[config.mk]
export PLATFORM = sky130hd
export DESIGN_NAME = cpu_bitop_transfer_exec
export DESIGN_NICKNAME = d
export VERILOG_FILES = /design/src/inc/cpu_exec_pkg.sv /design/src/inc/ptr_step_if.sv /design/src/rtl/ptr_step.sv /design/src/rtl/cpu_bitop_transfer_exec.sv
export SDC_FILE = /design/constraint.sdc
export NUM_CORES = 2
export LEC_CHECK = 0
export BUFFER_PORTS_ARGS = -buffer_cell sky130_fd_sc_hd__buf_2
export CORE_MARGIN = 1
export CORE_UTILIZATION = 48
export DETAILED_ROUTE_END_ITERATION = 10
export SKIP_CTS_REPAIR_TIMING = 1
export SLEW_MARGIN = 25
export SYNTH_ARGS = -nofsm -noshare
export SYNTH_HDL_FRONTEND = slang
export SYNTH_SLANG_ARGS = --single-unit
export TNS_END_PERCENT = 20
[constraint.sdc]
create_clock -name clk -period 17.7 [get_ports clk]
set_input_delay 1.77 -clock clk [delete_from_list [all_inputs] [get_ports clk]]
set_output_delay 1.77 -clock clk [all_outputs]
set_load 0.02 [all_outputs]
[src/inc/cpu_exec_pkg.sv]
// Shared constants and types of the bit-operation and data-transfer execution block.
// Assumes one clock domain; the instruction decoder outside supplies decoded fields.
package cpu_exec_pkg;
  localparam int DATA_W = 8;
  localparam int ADDR_W = 16;
  localparam int RB_AW  = 6;

  typedef enum logic [3:0] {
    OP_NOP                    = 4'h0,
    OP_ARITH_SHIFT_RIGHT      = 4'h1,
    OP_FLAG_FROM_BIT          = 4'h2,
    OP_BIT_FROM_FLAG          = 4'h3,
    OP_BSET                   = 4'h4,
    OP_BCLR                   = 4'h5,
    OP_LD                     = 4'h6,
    OP_ST                     = 4'h7,
    OP_LOAD_DIRECT            = 4'h8,
    OP_WRITE_DIRECT           = 4'h9,
    OP_PROGRAM_MEMORY_READ    = 4'ha,
    OP_PROGRAM_MEMORY_READ_R0 = 4'hb,
    OP_PUSH                   = 4'hc,
    OP_POP                    = 4'hd,
    OP_WATCHDOG_RESTART       = 4'he,
    OP_BREAK                  = 4'hf
  } op_t;

  typedef enum logic [1:0] {
    AM_PLAIN   = 2'h0,
    AM_POSTINC = 2'h1,
    AM_PREDEC  = 2'h2,
    AM_DISP    = 2'h3
  } mode_t;

  typedef enum logic [1:0] {
    PTR_X = 2'h0,
    PTR_Y = 2'h1,
    PTR_Z = 2'h2
  } ptr_t;

  typedef enum logic [1:0] {
    ST_IDLE = 2'h0,
    ST_MEM  = 2'h1,
    ST_PM1  = 2'h2,
    ST_PM2  = 2'h3
  } state_t;

  localparam logic [4:0] PTR_X_LO = 5'h1a;
  localparam logic [4:0] PTR_Y_LO = 5'h1c;
  localparam logic [4:0] PTR_Z_LO = 5'h1e;

  localparam int FLG_C = 0;
  localparam int FLG_Z = 1;
  localparam int FLG_N = 2;
  localparam int FLG_V = 3;
  localparam int FLG_S = 4;
  localparam int FLG_H = 5;
  localparam int FLG_T = 6;
  localparam int FLG_I = 7;

  localparam logic [RB_AW-1:0]  RB_STATUS = 6'h20;
  localparam logic [RB_AW-1:0]  RB_SP_LO  = 6'h21;
  localparam logic [RB_AW-1:0]  RB_SP_HI  = 6'h22;
  localparam logic [7:0]        STATUS_RST = 8'h00;
  localparam logic [ADDR_W-1:0] SP_RST     = 16'h01ff;

  localparam int CYC_ONE  = 1;
  localparam int CYC_DATA = 2;
  localparam int CYC_PROG = 3;
endpackage

[src/inc/ptr_step_if.sv]
// Carries a 16-bit pointer to the step unit and its stepped value back.
// Assumes a purely combinational step unit on the far modport.
`timescale 1ns/1ps
`default_nettype none
interface ptr_step_if;
  logic [15:0] val;
  logic        dec;
  logic [15:0] res;
  modport user (output val, output dec, input res);
  modport step (input val, input dec, output res);
endinterface
`default_nettype wire

[src/rtl/ptr_step.sv]
// Steps a 16-bit pointer pair by one, up or down, byte by byte.
// Assumes the caller holds val and dec stable for the cycle it uses res.
`timescale 1ns/1ps
`default_nettype none
module ptr_step (
  ptr_step_if.step p
);
  logic [7:0] lo;
  logic       cy;

  always_comb begin
    lo = p.dec ? 8'(p.val[7:0] - 8'h01) : 8'(p.val[7:0] + 8'h01);
    // Carry or borrow crosses into the high byte
    cy = p.dec ? (p.val[7:0] == 8'h00) : (p.val[7:0] == 8'hff);
    p.res = {p.dec ? 8'(p.val[15:8] - {7'h00, cy}) : 8'(p.val[15:8] + {7'h00, cy}), lo};
  end
endmodule
`default_nettype wire

[src/rtl/cpu_bitop_transfer_exec.sv]
// Execution of shift, bit-transfer, flag, load/store, stack and control operations.
// Assumes decoded fields from an outside decoder; memories answer as in the port notes.
// What this block does
// - Arithmetic shift right, flags Z C N V, one cycle
// - Copy register bit into T flag only
// - Copy T flag into register bit, flags kept
// - Force overflow flag, nothing else changed
// - Force half-carry flag, nothing else changed
// - Force signed-test flag, nothing else changed
// - Indirect load then pointer plus one, two cycles
// - Pointer minus one then indirect load, two cycles
// - Load at Y or Z plus offset, pointer kept
// - Indirect store then pointer plus one, two cycles
// - Pointer minus one then indirect store, two cycles
// - Store at Y or Z plus offset, pointer kept
// - Direct load from constant address, two cycles
// - Direct store to constant address, two cycles
// - Program memory read via Z, three cycles
// - Stack put in two cycles, flags kept
// - Stack take in two cycles, flags kept
// - Watchdog restart in one cycle, flags kept
// - Debug break only when debugging, flags kept
`timescale 1ns/1ps
`default_nettype none
module cpu_bitop_transfer_exec #(
  parameter logic [15:0] SP_RESET = cpu_exec_pkg::SP_RST
) (
  input  wire logic                           clk,
  input  wire logic                           sys_rst,
  input  wire logic                           instr_valid,
  input  wire cpu_exec_pkg::op_t              instr_op,
  input  wire logic [4:0]                     instr_rd,
  input  wire logic [4:0]                     instr_rr,
  input  wire logic [2:0]                     instr_bit,
  input  wire cpu_exec_pkg::ptr_t             instr_ptr,
  input  wire cpu_exec_pkg::mode_t            instr_mode,
  input  wire logic [5:0]                     instr_q,
  input  wire logic [15:0]                    instr_k,
  input  wire logic                           dbg_en,
  output logic                                ready_q,
  output logic                                done_q,
  output logic [15:0]                         dmem_addr_q,
  output logic [7:0]                          dmem_wdata_q,
  output logic                                dmem_we_q,
  output logic                                dmem_re_q,
  input  wire logic [7:0]                     dmem_rdata,
  output logic [15:0]                         pmem_addr_q,
  output logic                                pmem_re_q,
  input  wire logic [7:0]                     pmem_rdata,
  output logic                                wdt_restart_q,
  output logic                                dbg_break_q,
  output logic [7:0]                          status_q,
  input  wire logic [cpu_exec_pkg::RB_AW-1:0] rb_addr,
  input  wire logic [7:0]                     rb_wdata,
  input  wire logic                           rb_we,
  input  wire logic                           rb_re,
  output logic [7:0]                          rb_rdata_q
);
  import cpu_exec_pkg::*;

  logic [7:0]  regs_q [32];
  logic [15:0] sp_q;
  state_t      state_q;
  logic [4:0]  dest_q;
  logic        ld_q;

  logic        acc;
  logic [4:0]  ptr_lo;
  logic [15:0] ptr_val;
  logic [15:0] eff_addr;
  logic        is_load;
  logic        is_store;
  logic        is_pm_read;
  logic        ptr_upd;
  logic [7:0]  rd_b;
  logic [7:0]  rr_b;
  logic [7:0]  shift_res;

  ptr_step_if ps ();
  ptr_step_if ss ();

  ptr_step u_ptr_step (
    .p (ps.step)
  );

  ptr_step u_sp_step (
    .p (ss.step)
  );

  assign acc    = instr_valid && ready_q;
  assign is_pm_read = instr_op inside {OP_PROGRAM_MEMORY_READ, OP_PROGRAM_MEMORY_READ_R0};
  assign rd_b   = regs_q[instr_rd];
  assign rr_b   = regs_q[instr_rr];
  assign shift_res = {rd_b[7], rd_b[7:1]};

  always_comb begin
    if (is_pm_read) begin
      ptr_lo = PTR_Z_LO;
    end else begin
      unique case (instr_ptr)
        PTR_X:   ptr_lo = PTR_X_LO;
        PTR_Y:   ptr_lo = PTR_Y_LO;
        PTR_Z:   ptr_lo = PTR_Z_LO;
        default: ptr_lo = PTR_X_LO;
      endcase
    end
  end

  assign ptr_val = {regs_q[5'(ptr_lo + 5'h01)], regs_q[ptr_lo]};
  assign ps.val  = ptr_val;
  assign ps.dec  = (instr_mode == AM_PREDEC) && !is_pm_read;
  assign ss.val  = sp_q;
  // Put writes at the stack top then moves down; take moves up first
  assign ss.dec  = (instr_op == OP_PUSH);

  assign is_load  = instr_op inside {OP_LD, OP_LOAD_DIRECT, OP_POP};
  assign is_store = instr_op inside {OP_ST, OP_WRITE_DIRECT, OP_PUSH};
  assign ptr_upd  = (((instr_op == OP_LD) || (instr_op == OP_ST))
                    && ((instr_mode == AM_POSTINC) || (instr_mode == AM_PREDEC)))
                    || ((instr_op == OP_PROGRAM_MEMORY_READ)
                    && (instr_mode == AM_POSTINC));

  always_comb begin
    unique case (instr_op)
      OP_LOAD_DIRECT, OP_WRITE_DIRECT: eff_addr = instr_k;
      OP_PUSH:        eff_addr = sp_q;
      OP_POP:         eff_addr = ss.res;
      default: begin
        if (instr_mode == AM_PREDEC) begin
          eff_addr = ps.res;
        end else if (instr_mode == AM_DISP && instr_ptr != PTR_X) begin
          eff_addr = 16'(ptr_val + {10'h000, instr_q});
        end else begin
          eff_addr = ptr_val;
        end
      end
    endcase
  end

  // Sequencer: one state per extra cycle an operation needs
  always_ff @(posedge clk or posedge sys_rst) begin
    if (sys_rst) begin
      state_q <= ST_IDLE;
      ready_q <= 1'b1;
      done_q  <= 1'b0;
      dest_q  <= 5'h00;
      ld_q    <= 1'b0;
    end else begin
      done_q <= 1'b0;
      unique case (state_q)
        ST_IDLE: begin
          if (acc) begin
            dest_q <= (instr_op == OP_PROGRAM_MEMORY_READ_R0) ? 5'h00 : instr_rd;
            ld_q   <= is_load;
            if (is_load || is_store) begin
              state_q <= ST_MEM;
              ready_q <= 1'b0;
            end else if (is_pm_read) begin
              state_q <= ST_PM1;
              ready_q <= 1'b0;
            end else begin
              done_q <= 1'b1;
            end
          end
        end
        ST_MEM: begin
          state_q <= ST_IDLE;
          ready_q <= 1'b1;
          done_q  <= 1'b1;
        end
        ST_PM1: state_q <= ST_PM2;
        ST_PM2: begin
          state_q <= ST_IDLE;
          ready_q <= 1'b1;
          done_q  <= 1'b1;
        end
      endcase
    end
  end

  // Memory strobes stand for exactly the one access cycle
  always_ff @(posedge clk or posedge sys_rst) begin
    if (sys_rst) begin
      dmem_addr_q  <= 16'h0000;
      dmem_wdata_q <= 8'h00;
      dmem_we_q    <= 1'b0;
      dmem_re_q    <= 1'b0;
      pmem_addr_q  <= 16'h0000;
      pmem_re_q    <= 1'b0;
    end else begin
      dmem_we_q <= acc && is_store;
      dmem_re_q <= acc && is_load;
      pmem_re_q <= acc && is_pm_read;
      if (acc && (is_load || is_store)) begin
        dmem_addr_q  <= eff_addr;
        dmem_wdata_q <= rr_b;
      end
      if (acc && is_pm_read) begin
        pmem_addr_q <= ptr_val;
      end
    end
  end

  // Register file; exec writes come last so they win over the bus
  always_ff @(posedge clk or posedge sys_rst) begin
    if (sys_rst) begin
      for (int i = 0; i < 32; i++) begin
        regs_q[i] <= 8'h00;
      end
    end else begin
      if (rb_we && rb_addr < RB_STATUS) begin
        regs_q[rb_addr[4:0]] <= rb_wdata;
      end
      if (acc && ptr_upd) begin
        regs_q[ptr_lo]                <= ps.res[7:0];
        regs_q[5'(ptr_lo + 5'h01)]    <= ps.res[15:8];
      end
      if (acc && instr_op == OP_ARITH_SHIFT_RIGHT) begin
        regs_q[instr_rd] <= shift_res;
      end
      if (acc && instr_op == OP_BIT_FROM_FLAG) begin
        regs_q[instr_rd][instr_bit] <= status_q[FLG_T];
      end
      if (state_q == ST_MEM && ld_q) begin
        regs_q[dest_q] <= dmem_rdata;
      end
      if (state_q == ST_PM2) begin
        regs_q[dest_q] <= pmem_rdata;
      end
    end
  end

  // Status flags; only shift, bit store, flag force and register port writes touch them
  always_ff @(posedge clk or posedge sys_rst) begin
    if (sys_rst) begin
      status_q <= STATUS_RST;
    end else begin
      if (rb_we && rb_addr == RB_STATUS) begin
        status_q <= rb_wdata;
      end
      if (acc) begin
        unique case (instr_op)
          OP_ARITH_SHIFT_RIGHT: begin
            status_q[FLG_C] <= rd_b[0];
            status_q[FLG_N] <= shift_res[7];
            status_q[FLG_Z] <= (shift_res == 8'h00);
            status_q[FLG_V] <= shift_res[7] ^ rd_b[0];
          end
          OP_FLAG_FROM_BIT: status_q[FLG_T] <= rr_b[instr_bit];
          OP_BSET: status_q[instr_bit] <= 1'b1;
          OP_BCLR: status_q[instr_bit] <= 1'b0;
          default: ;
        endcase
      end
    end
  end

  always_ff @(posedge clk or posedge sys_rst) begin
    if (sys_rst) begin
      sp_q <= SP_RESET;
    end else begin
      if (rb_we && rb_addr == RB_SP_LO) begin
        sp_q[7:0] <= rb_wdata;
      end
      if (rb_we && rb_addr == RB_SP_HI) begin
        sp_q[15:8] <= rb_wdata;
      end
      if (acc && (instr_op == OP_PUSH || instr_op == OP_POP)) begin
        sp_q <= ss.res;
      end
    end
  end

  always_ff @(posedge clk or posedge sys_rst) begin
    if (sys_rst) begin
      wdt_restart_q <= 1'b0;
      dbg_break_q   <= 1'b0;
    end else begin
      wdt_restart_q <= acc && instr_op == OP_WATCHDOG_RESTART;
      dbg_break_q   <= acc && instr_op == OP_BREAK && dbg_en;
    end
  end

  always_ff @(posedge clk or posedge sys_rst) begin
    if (sys_rst) begin
      rb_rdata_q <= 8'h00;
    end else begin
      rb_rdata_q <= 8'h00;
      if (rb_re) begin
        if (rb_addr < RB_STATUS) begin
          rb_rdata_q <= regs_q[rb_addr[4:0]];
        end else if (rb_addr == RB_STATUS) begin
          rb_rdata_q <= status_q;
        end else if (rb_addr == RB_SP_LO) begin
          rb_rdata_q <= sp_q[7:0];
        end else if (rb_addr == RB_SP_HI) begin
          rb_rdata_q <= sp_q[15:8];
        end
      end
    end
  end

  // Checking helpers, read only by the assertions
  logic [15:0] post_val;
  logic        shift_c;
  logic        t_src_bit;
  logic        t_flag;
  logic        force_val;
  logic [1:0]  len_q;
  logic        quiet;
  assign post_val  = 16'(ptr_val + 16'h0001);
  assign shift_c   = rd_b[0];
  assign t_src_bit = rr_b[instr_bit];
  assign t_flag    = status_q[FLG_T];
  assign force_val = (instr_op == OP_BSET);
  assign quiet     = !rb_we;

  always_ff @(posedge clk or posedge sys_rst) begin
    if (sys_rst) begin
      len_q <= 2'h0;
    end else if (acc) begin
      len_q <= 2'h1;
    end else if (!ready_q) begin
      len_q <= 2'(len_q + 2'h1);
    end
  end
endmodule
`default_nettype wire

# --- Yosys cells after proc, flatten, opt, wreduce, memory -nomap -nowiden ---
# Cells that the tools add are included.
op_classes:
  n_lt_le_gt_ge: 14
  mux: 82
  n_eq_ne: 30
  reduce_logical: 49
  bitwise_logic: 10
  n_addsub: 10
ops:
  columns: ["operator", "count"]
  rows:
  - ["256-bit bitwise mux", 7]
  - ["256-bit two-way mux", 6]
  - ["8-bit demux with 5-bit select", 6]
  - ["8-bit two-way mux", 29]
  - ["8-bit binary-select mux with 5-bit select", 5]
  - ["16-bit two-way mux", 3]
  - ["16-bit one-hot mux with 3 select lines", 1]
  - ["6-bit greater-or-equal comparator (second input constant)", 6]
  - ["5-bit inverter with 6-bit output", 6]
  - ["4-bit == test (second input constant)", 8]
  - ["6-bit by 1-bit less-than comparator with 1-bit output (second input constant)", 5]
  - ["1-bit logical AND", 27]
  - ["8-bit zero test", 3]
  - ["6-bit == test (second input constant)", 3]
  - ["16-bit by 6-bit adder with 16-bit output", 1]
  - ["8-bit by 1-bit adder with 8-bit output", 2]
  - ["8-bit by 1-bit adder with 8-bit output (second input constant)", 2]
  - ["4-bit by 3-bit == test with 1-bit output (second input constant)", 4]
  - ["8-bit == test (second input constant)", 2]
  - ["8-bit by 1-bit subtractor with 8-bit output", 2]
  - ["8-bit by 1-bit subtractor with 8-bit output (second input constant)", 2]
  - ["4-bit one-hot mux with 3 select lines", 1]
  - ["2-bit == test (second input constant)", 5]
  - ["1-bit two-way mux", 10]
  - ["other kinds (31)", 49]
totals:
  out_inout_bits: 63
  inputBits: 79
  reg_bits: 343

# --- Depth between registers and ports, before layout ---
depth:
  depth_word: 21
  mapped_depth: 20

# --- By module ---
# A second synthesis with hierarchy kept.
hier_totals:
  cells_unflattened: 3756
  area_unflattened_um2: 31975.7
modules_own_cells:
  columns: ["module", "cells_each", "seq_area_each_um2", "n_inst", "area_each_um2"]
  rows:
  - ["cpu_bitop_transfer_exec", 3568, 8595.7, 1, 30574.3]
  - ["ptr_step (u_ptr_step)", 98, 0.0, 1, 708.2]
  - ["ptr_step (u_sp_step)", 90, 0.0, 1, 693.2]

# --- Worst setup path before layout ---
# No wires, ideal clock.
synth_path:
  kind: "in2reg"
  startpoint: "input instr_ptr[0]"
  endpoint: "register dmem_addr_q[13]"
  t_arrival_ns: 5.282
  n_path_buf: 2
  slack_ns: 12.295
  cell_stages: 17
  required_time_ns: 17.577
  cell_sequence: "inv_1 -> ha_1 -> buf_4 -> mux2i_1 -> a2111oi_4 -> nor2_2 -> clkbuf_1 -> inv_1 -> ha_1 -> a21oi_1 -> a311oi_1 -> o21ai_0 -> a2111oi_0 -> o21bai_1 -> or2_1 -> xnor2_1 -> o221a_2"
synth_via:
  elab_chain_cells: 13
  elab_cells_between_ends: 25
synth_lines:
  columns: ["item", "line", "text"]
  rows:
  - ["start: declaration", "cpu_bitop_transfer_exec.sv:35", "input wire cpu_exec_pkg::ptr_t instr_ptr,"]
  - ["2-bit == test or 2-bit by 1-bit == test with 1-bit output (tied branches)", "cpu_bitop_transfer_exec.sv:100", "unique case (instr_ptr)"]
  - ["3-bit one-hot mux with 2 select lines *", "cpu_bitop_transfer_exec.sv:100", null]
  - ["3-bit two-way mux *", "cpu_bitop_transfer_exec.sv:97", "if (is_pm_read) begin"]
  - ["5-bit inverter with 6-bit output (implied by the code) *", "cpu_bitop_transfer_exec.sv:109", "assign ptr_val = {regs_q[5'(ptr_lo + 5'h01)], regs_q[ptr_lo]};"]
  - ["8-bit binary-select mux with 5-bit select *", "cpu_bitop_transfer_exec.sv:109", null]
  - ["8-bit two-way mux (implied by the code) * (2 in series)", "cpu_bitop_transfer_exec.sv:109", null]
  - ["via ps.val[0]", "ptr_step_if.sv:6", "logic [15:0] val;"]
  - ["8-bit == test or 8-bit zero test (tied branches)", "ptr_step.sv:14", "cy = p.dec ? (p.val[7:0] == 8'h00) : (p.val[7:0] == 8'hff);"]
  - ["1-bit two-way mux", "ptr_step.sv:14", null]
  - ["8-bit by 1-bit adder with 8-bit output or 8-bit by 1-bit subtractor with 8-bit output (tied branches)", "ptr_step.sv:15", "p.res = {p.dec ? 8'(p.val[15:8] - {7'h00, cy}) : 8'(p.val[15:8] + {7'h00, cy}), lo};"]
  - ["8-bit two-way mux", "ptr_step.sv:15", null]
  - ["16-bit two-way mux *", "cpu_bitop_transfer_exec.sv:129", "if (instr_mode == AM_PREDEC) begin"]
  - ["16-bit one-hot mux with 3 select lines *", "cpu_bitop_transfer_exec.sv:124", "unique case (instr_op)"]
  - ["end signal: assignment", "cpu_bitop_transfer_exec.sv:195", "dmem_addr_q <= eff_addr;"]
  - ["end: declaration", "cpu_bitop_transfer_exec.sv:42", "output logic [15:0] dmem_addr_q,"]
# Mark *: on every way through the listed nets, which the timed path passes. The rest lies on a longest branch. The select of a mux whose other input is x is not followed.
# A chain may end at the register's enable or synchronous reset.

# --- Worst setup path in the final report ---
layout_path:
  startpoint: "input instr_ptr[1]"
  endpoint: "register regs_q[18] (netlist bit)"
layout_via:
  elab_chain_cells: 21
  elab_cells_between_ends: 43
layout_lines:
  columns: ["item", "line", "text"]
  rows:
  - ["2-bit == test or 2-bit by 1-bit == test with 1-bit output (tied branches)", "cpu_bitop_transfer_exec.sv:100", null]
  - ["3-bit one-hot mux with 2 select lines *", "cpu_bitop_transfer_exec.sv:100", null]
  - ["3-bit two-way mux *", "cpu_bitop_transfer_exec.sv:97", null]
  - ["parallel branches: the longest is 8 deep, another holds 8-bit by 1-bit adder with 8-bit output", null, null]
  - ["256-bit bitwise mux *", "cpu_bitop_transfer_exec.sv:216", "regs_q[5'(ptr_lo + 5'h01)] <= ps.res[15:8];"]
  - ["256-bit two-way mux *", "cpu_bitop_transfer_exec.sv:214", "if (acc && ptr_upd) begin"]
  - ["256-bit bitwise mux", "cpu_bitop_transfer_exec.sv:219", "regs_q[instr_rd] <= shift_res;"]
  - ["256-bit two-way mux *", "cpu_bitop_transfer_exec.sv:218", "if (acc && instr_op == OP_ARITH_SHIFT_RIGHT) begin"]
  - ["256-bit bitwise mux", "cpu_bitop_transfer_exec.sv:222", "regs_q[instr_rd][instr_bit] <= status_q[FLG_T];"]
  - ["256-bit two-way mux *", "cpu_bitop_transfer_exec.sv:221", "if (acc && instr_op == OP_BIT_FROM_FLAG) begin"]
  - ["256-bit bitwise mux", "cpu_bitop_transfer_exec.sv:225", "regs_q[dest_q] <= dmem_rdata;"]
  - ["256-bit two-way mux *", "cpu_bitop_transfer_exec.sv:224", "if (state_q == ST_MEM && ld_q) begin"]
  - ["256-bit bitwise mux", "cpu_bitop_transfer_exec.sv:228", "regs_q[dest_q] <= pmem_rdata;"]
  - ["256-bit two-way mux *", "cpu_bitop_transfer_exec.sv:227", "if (state_q == ST_PM2) begin"]
  - ["end signal: indexed assignment", "cpu_bitop_transfer_exec.sv:222", null]
  - ["end signal: indexed assignment", "cpu_bitop_transfer_exec.sv:225", null]
  - ["end signal: indexed assignment", "cpu_bitop_transfer_exec.sv:228", null]
  - ["end: declaration", "cpu_bitop_transfer_exec.sv:61", "logic [7:0] regs_q [32];"]
# Every way passes the cells marked *. The select of a mux whose other input is x is not followed.

==> metrics.yaml <==
layout:
  layout_commonest_cell: "nor2_1"
  multi_input_comb_area_sq_um: 23800
  register_area_sq_um: 8600
  final_layout_size_suffix_gt1_frac: 0.155
  fill_cells: 6743
  areaGrowthSynthToFinish_pct: 8.13
  layout_common_cells: "nor2_1 (570), nand2_1 (421), o21ai_0 (355), mux2i_1 (344), dfrtp_1 (333)"
  nNetsFinal: 4056
die:
  die-width_um: 268
  die_y_um: 268
  ios: 142
  initial_core_util: 0.484
  die_area_sq_um: 71700
  core_area_sq_um: 70000
  placementRows: 97
global_route:
  use_met2: 0.698
  global_route.usage.total: 0.506
  grt-ovfl-total: 0
  grt_pass1_vias: 33903
  met3_usage: 0.227
  globalRoute.busiestLayer: "met2"
  grt_first_pass_wirelength_mm: 257
  antenna_found_initial: 27
  m1_gr_usage: 0.623
  grt_max_degree: 127
clocking:
  clockRootBuffer: "clkbuf_16"
  clkSlewWorstSetupHoldPaths_ns: 0.07
  cts-buffers-inserted: 46
  ctsHtreeMaxLevel: 2
  worstSkewPairLatency_ns: 0.64
  cts_tree: "built"
  cts.path.max_buffers: 3
  clock_sink_count: 343
drt:
  routedWlPerCell_um: 37.5
  detailed_router_s_first_iteration_violation_count: 6702
  wl_mm: 185
  detail_route.first_pass.iterations: 7
  routed-via-count: 37710
  ant_nets: 0
  post_drt_via_cell_ratio: 7.66
  remaining_drc_errors: 0
timing:
  rsz0062_at_grt: "false"
  final_min_period_over_clock_period: 0.347
  timing.final.crit_period_ns: 6.14
  worst-slew-pin-transition_ns: 1.27
  max-slew-margin-rel: 0.146
  final-setup-viol-count: 0
  max_clock_freq_mhz: 163
  setup_total_negative_slack_ns: 0
  whs_ns: 0.473
  timing_max_transition_violations_final: 0
  fin_skew_ns: 0.0334
  hold_viol_final: 0
power_and_ir_drop:
  clock_power_share: 0.373
  pwr-share-comb: 0.272
  p_seq_frac: 0.355
  peakVddDrop_mv: 0.0777
  power_per_cell_area_nw_per_um2: 71.6
  netSwitchingFraction: 0.376
  p_sw_mw: 0.986
  p_int_mw: 1.64
  power.static_leakage_nw: 13.6
yosys:
  yosysTopAreaCellShare: 0.246
  top_cells_by_area_synth: "dfrtp_1 (25%), mux4_2 (14%), mux2i_1 (10%)"
  synth-main-ff-cell: "dfrtp_1"
  synth_async_sr_flop_share: 1.00
  syn-cell-area_sq_um: 33900
  postSynthRegisterBits: 343
  synth_fp_nets: 4172
  synthDominantAreaCellType: "dfrtp_1"
  synth-seq-area-share: 0.253
  ys_warn_count: 0
  synthesis.instances: 4057
  post_synth.cell_area_avg_sq_um: 8.36
  number_of_distinct_library_cell_variants_in_the_gate_level_netlist_after_synthesis: 89
  synth_enable_flop_cells: 0
placed_design:
  io_buffer_count: 141
  gp_congestion: 1.13
  dpl.hpwl_mm: 121
setup_path:
  start_kind: "input pin"
  critical_path_required_ns: 18.21
  timing.rr.start: "regs_q[43]"
  crit_path_max_fanout: 40
  r2r_slack_ns: 12.80
  end_kind: "flip-flop"
  source_of_the_critical_timing_path: "instr_ptr[1]"
  critical_path.reg2reg.endpoint: "regs_q[18]"
  timing.critical_path.arrival_ns: 6.65
  cells_on_worst_reg2reg_path: 14
  critical_path.endpoint: "regs_q[18]"
  setup.worst_path.class: "in -> reg"
job:
  cap_viol_max_count: 0
outcome:
  outcome: "completed"
min_path:
  path_type_of_the_worst_min_delay_path: "reg -> reg"
[cell usage after synthesis (11+ instances only)]
master      n
ha_1       33
o21a_1     16
xnor2_1    29
nor3_1     39
buf_2      33
nor2_1    586
a221oi_1   27
a21oi_1   303
a22oi_1    41
and3_1     11
a31oi_1    36
mux4_2    210
buf_1      51
o32a_1     52
or3_1      18
inv_1      38
xor2_1     13
nand2b_1   17
nor2b_1    22
o221ai_1   99
a22o_1     12
o32ai_1    94
o22ai_1    53
a211oi_1   30
nand2_1   421
nand3_1    91
nor3b_1    14
nand4_1    15
o211ai_1   96
mux2_2     34
o21ai_0   356
clkbuf_1  307
dfrtp_1   333
mux2i_1   344
and2_1     13
[how the worst min path moves through the flow]
stage / start / end / slack [ns] / cells past startpoint
global route: dmem_addr_q[0] / dmem_addr_q[0] / 0.50 / 2
CTS: dmem_addr_q[0] / dmem_addr_q[0] / 0.48 / 2
global placement: dmem_addr_q[0] / dmem_addr_q[0] / 0.46 / 2
floorplan: ld_q / ld_q / 0.44 / 2
detailed placement: dmem_addr_q[0] / dmem_addr_q[0] / 0.47 / 2
finish: dmem_addr_q[0] / dmem_addr_q[0] / 0.47 / 2
[flip-flops by register name, indices dropped and copies added (netlist names)]
register	cells
dbg_break_q	1
dest_q	5
dmem_addr_q	16
dmem_re_q	1
dmem_wdata_q	8
dmem_we_q	1
done_q	1
ld_q	1
pmem_addr_q	16
pmem_re_q	1
rb_rdata_q	8
ready_q	1
regs_q	256
sp_q	16
state_q	2
status_q	8
wdt_restart_q	1
[power groups by stage]
stage | Clock [mW] | Combinational (mW) | Sequential (mW)
final | 0.979 | 0.714 | 0.934
after detailed placement | 0 | 0.669 | 0.933
after global routing | 1.00 | 0.732 | 0.927
after CTS | 0.972 | 0.673 | 0.919
after global placement | 0 | 0.668 | 0.933
after floorplan | 0 | 0.432 | 0.886
[layout make-up]
cell class | instances | area share
clock buffers | 70 | 0.0374
multi-input cells | 3281 | 0.650
flip-flops and latches | 343 | 0.234
inverters | 38 | 0.00409
well taps | 940 | 0.0321
diodes | 10 | 0.000682
clock inverters | 12 | 0.00341
repair buffers | 231 | 0.0384
[routing by layer]
layer / up-vias / wire, um
li1: 15206 / -
met3: 995 / 30800
met4: 24 / 16700
met1: 17933 / 64400
met2: 3552 / 72800
met5: - / 223
[logic make-up after synthesis]
kind of cell,count (synthesis),synth area share
xor+xnor,42,0.0108
simple gates,1312,0.167
fa+ha+maj,41,0.0154
buf+inv,433,0.0498
flops,343,0.253
compound gates,1298,0.252
mux,588,0.252
[worst max-delay path, cell delays in order]
cell and delay, ns:
buf_2 0.10, inv_1 0.06, ha_1 0.14, buf_4 0.38, and2b_1 0.31, nor2_2 0.28, o21ai_0 0.37, nor4_4 0.43
nand2_2 0.31, o31ai_1 0.16, ha_1 0.26, inv_1 0.13, ha_1 0.26, nor2b_1 0.12, mux2i_1 0.09, xnor2_1 0.93
a211oi_1 0.19, a221o_1 0.32
[stage by stage]
step / total power [mW] / utilization / area [sq um] / instances / setup WS [ns]
floorplan: 1.32 / - / 33900 / 4057 / 6.44
global placement: 1.60 / 0.501 / 35100 / 4832 / 11.25
detailed placement: 1.60 / 0.501 / 35100 / 4832 / 11.08
CTS: 2.56 / 0.523 / 36600 / 4914 / 11.72
global route: 2.66 / 0.523 / 36700 / 4917 / 11.35
finish: 2.63 / 0.524 / 36700 / 4925 / 11.56
No activity file was read; power rests on OpenSTA's default activity.
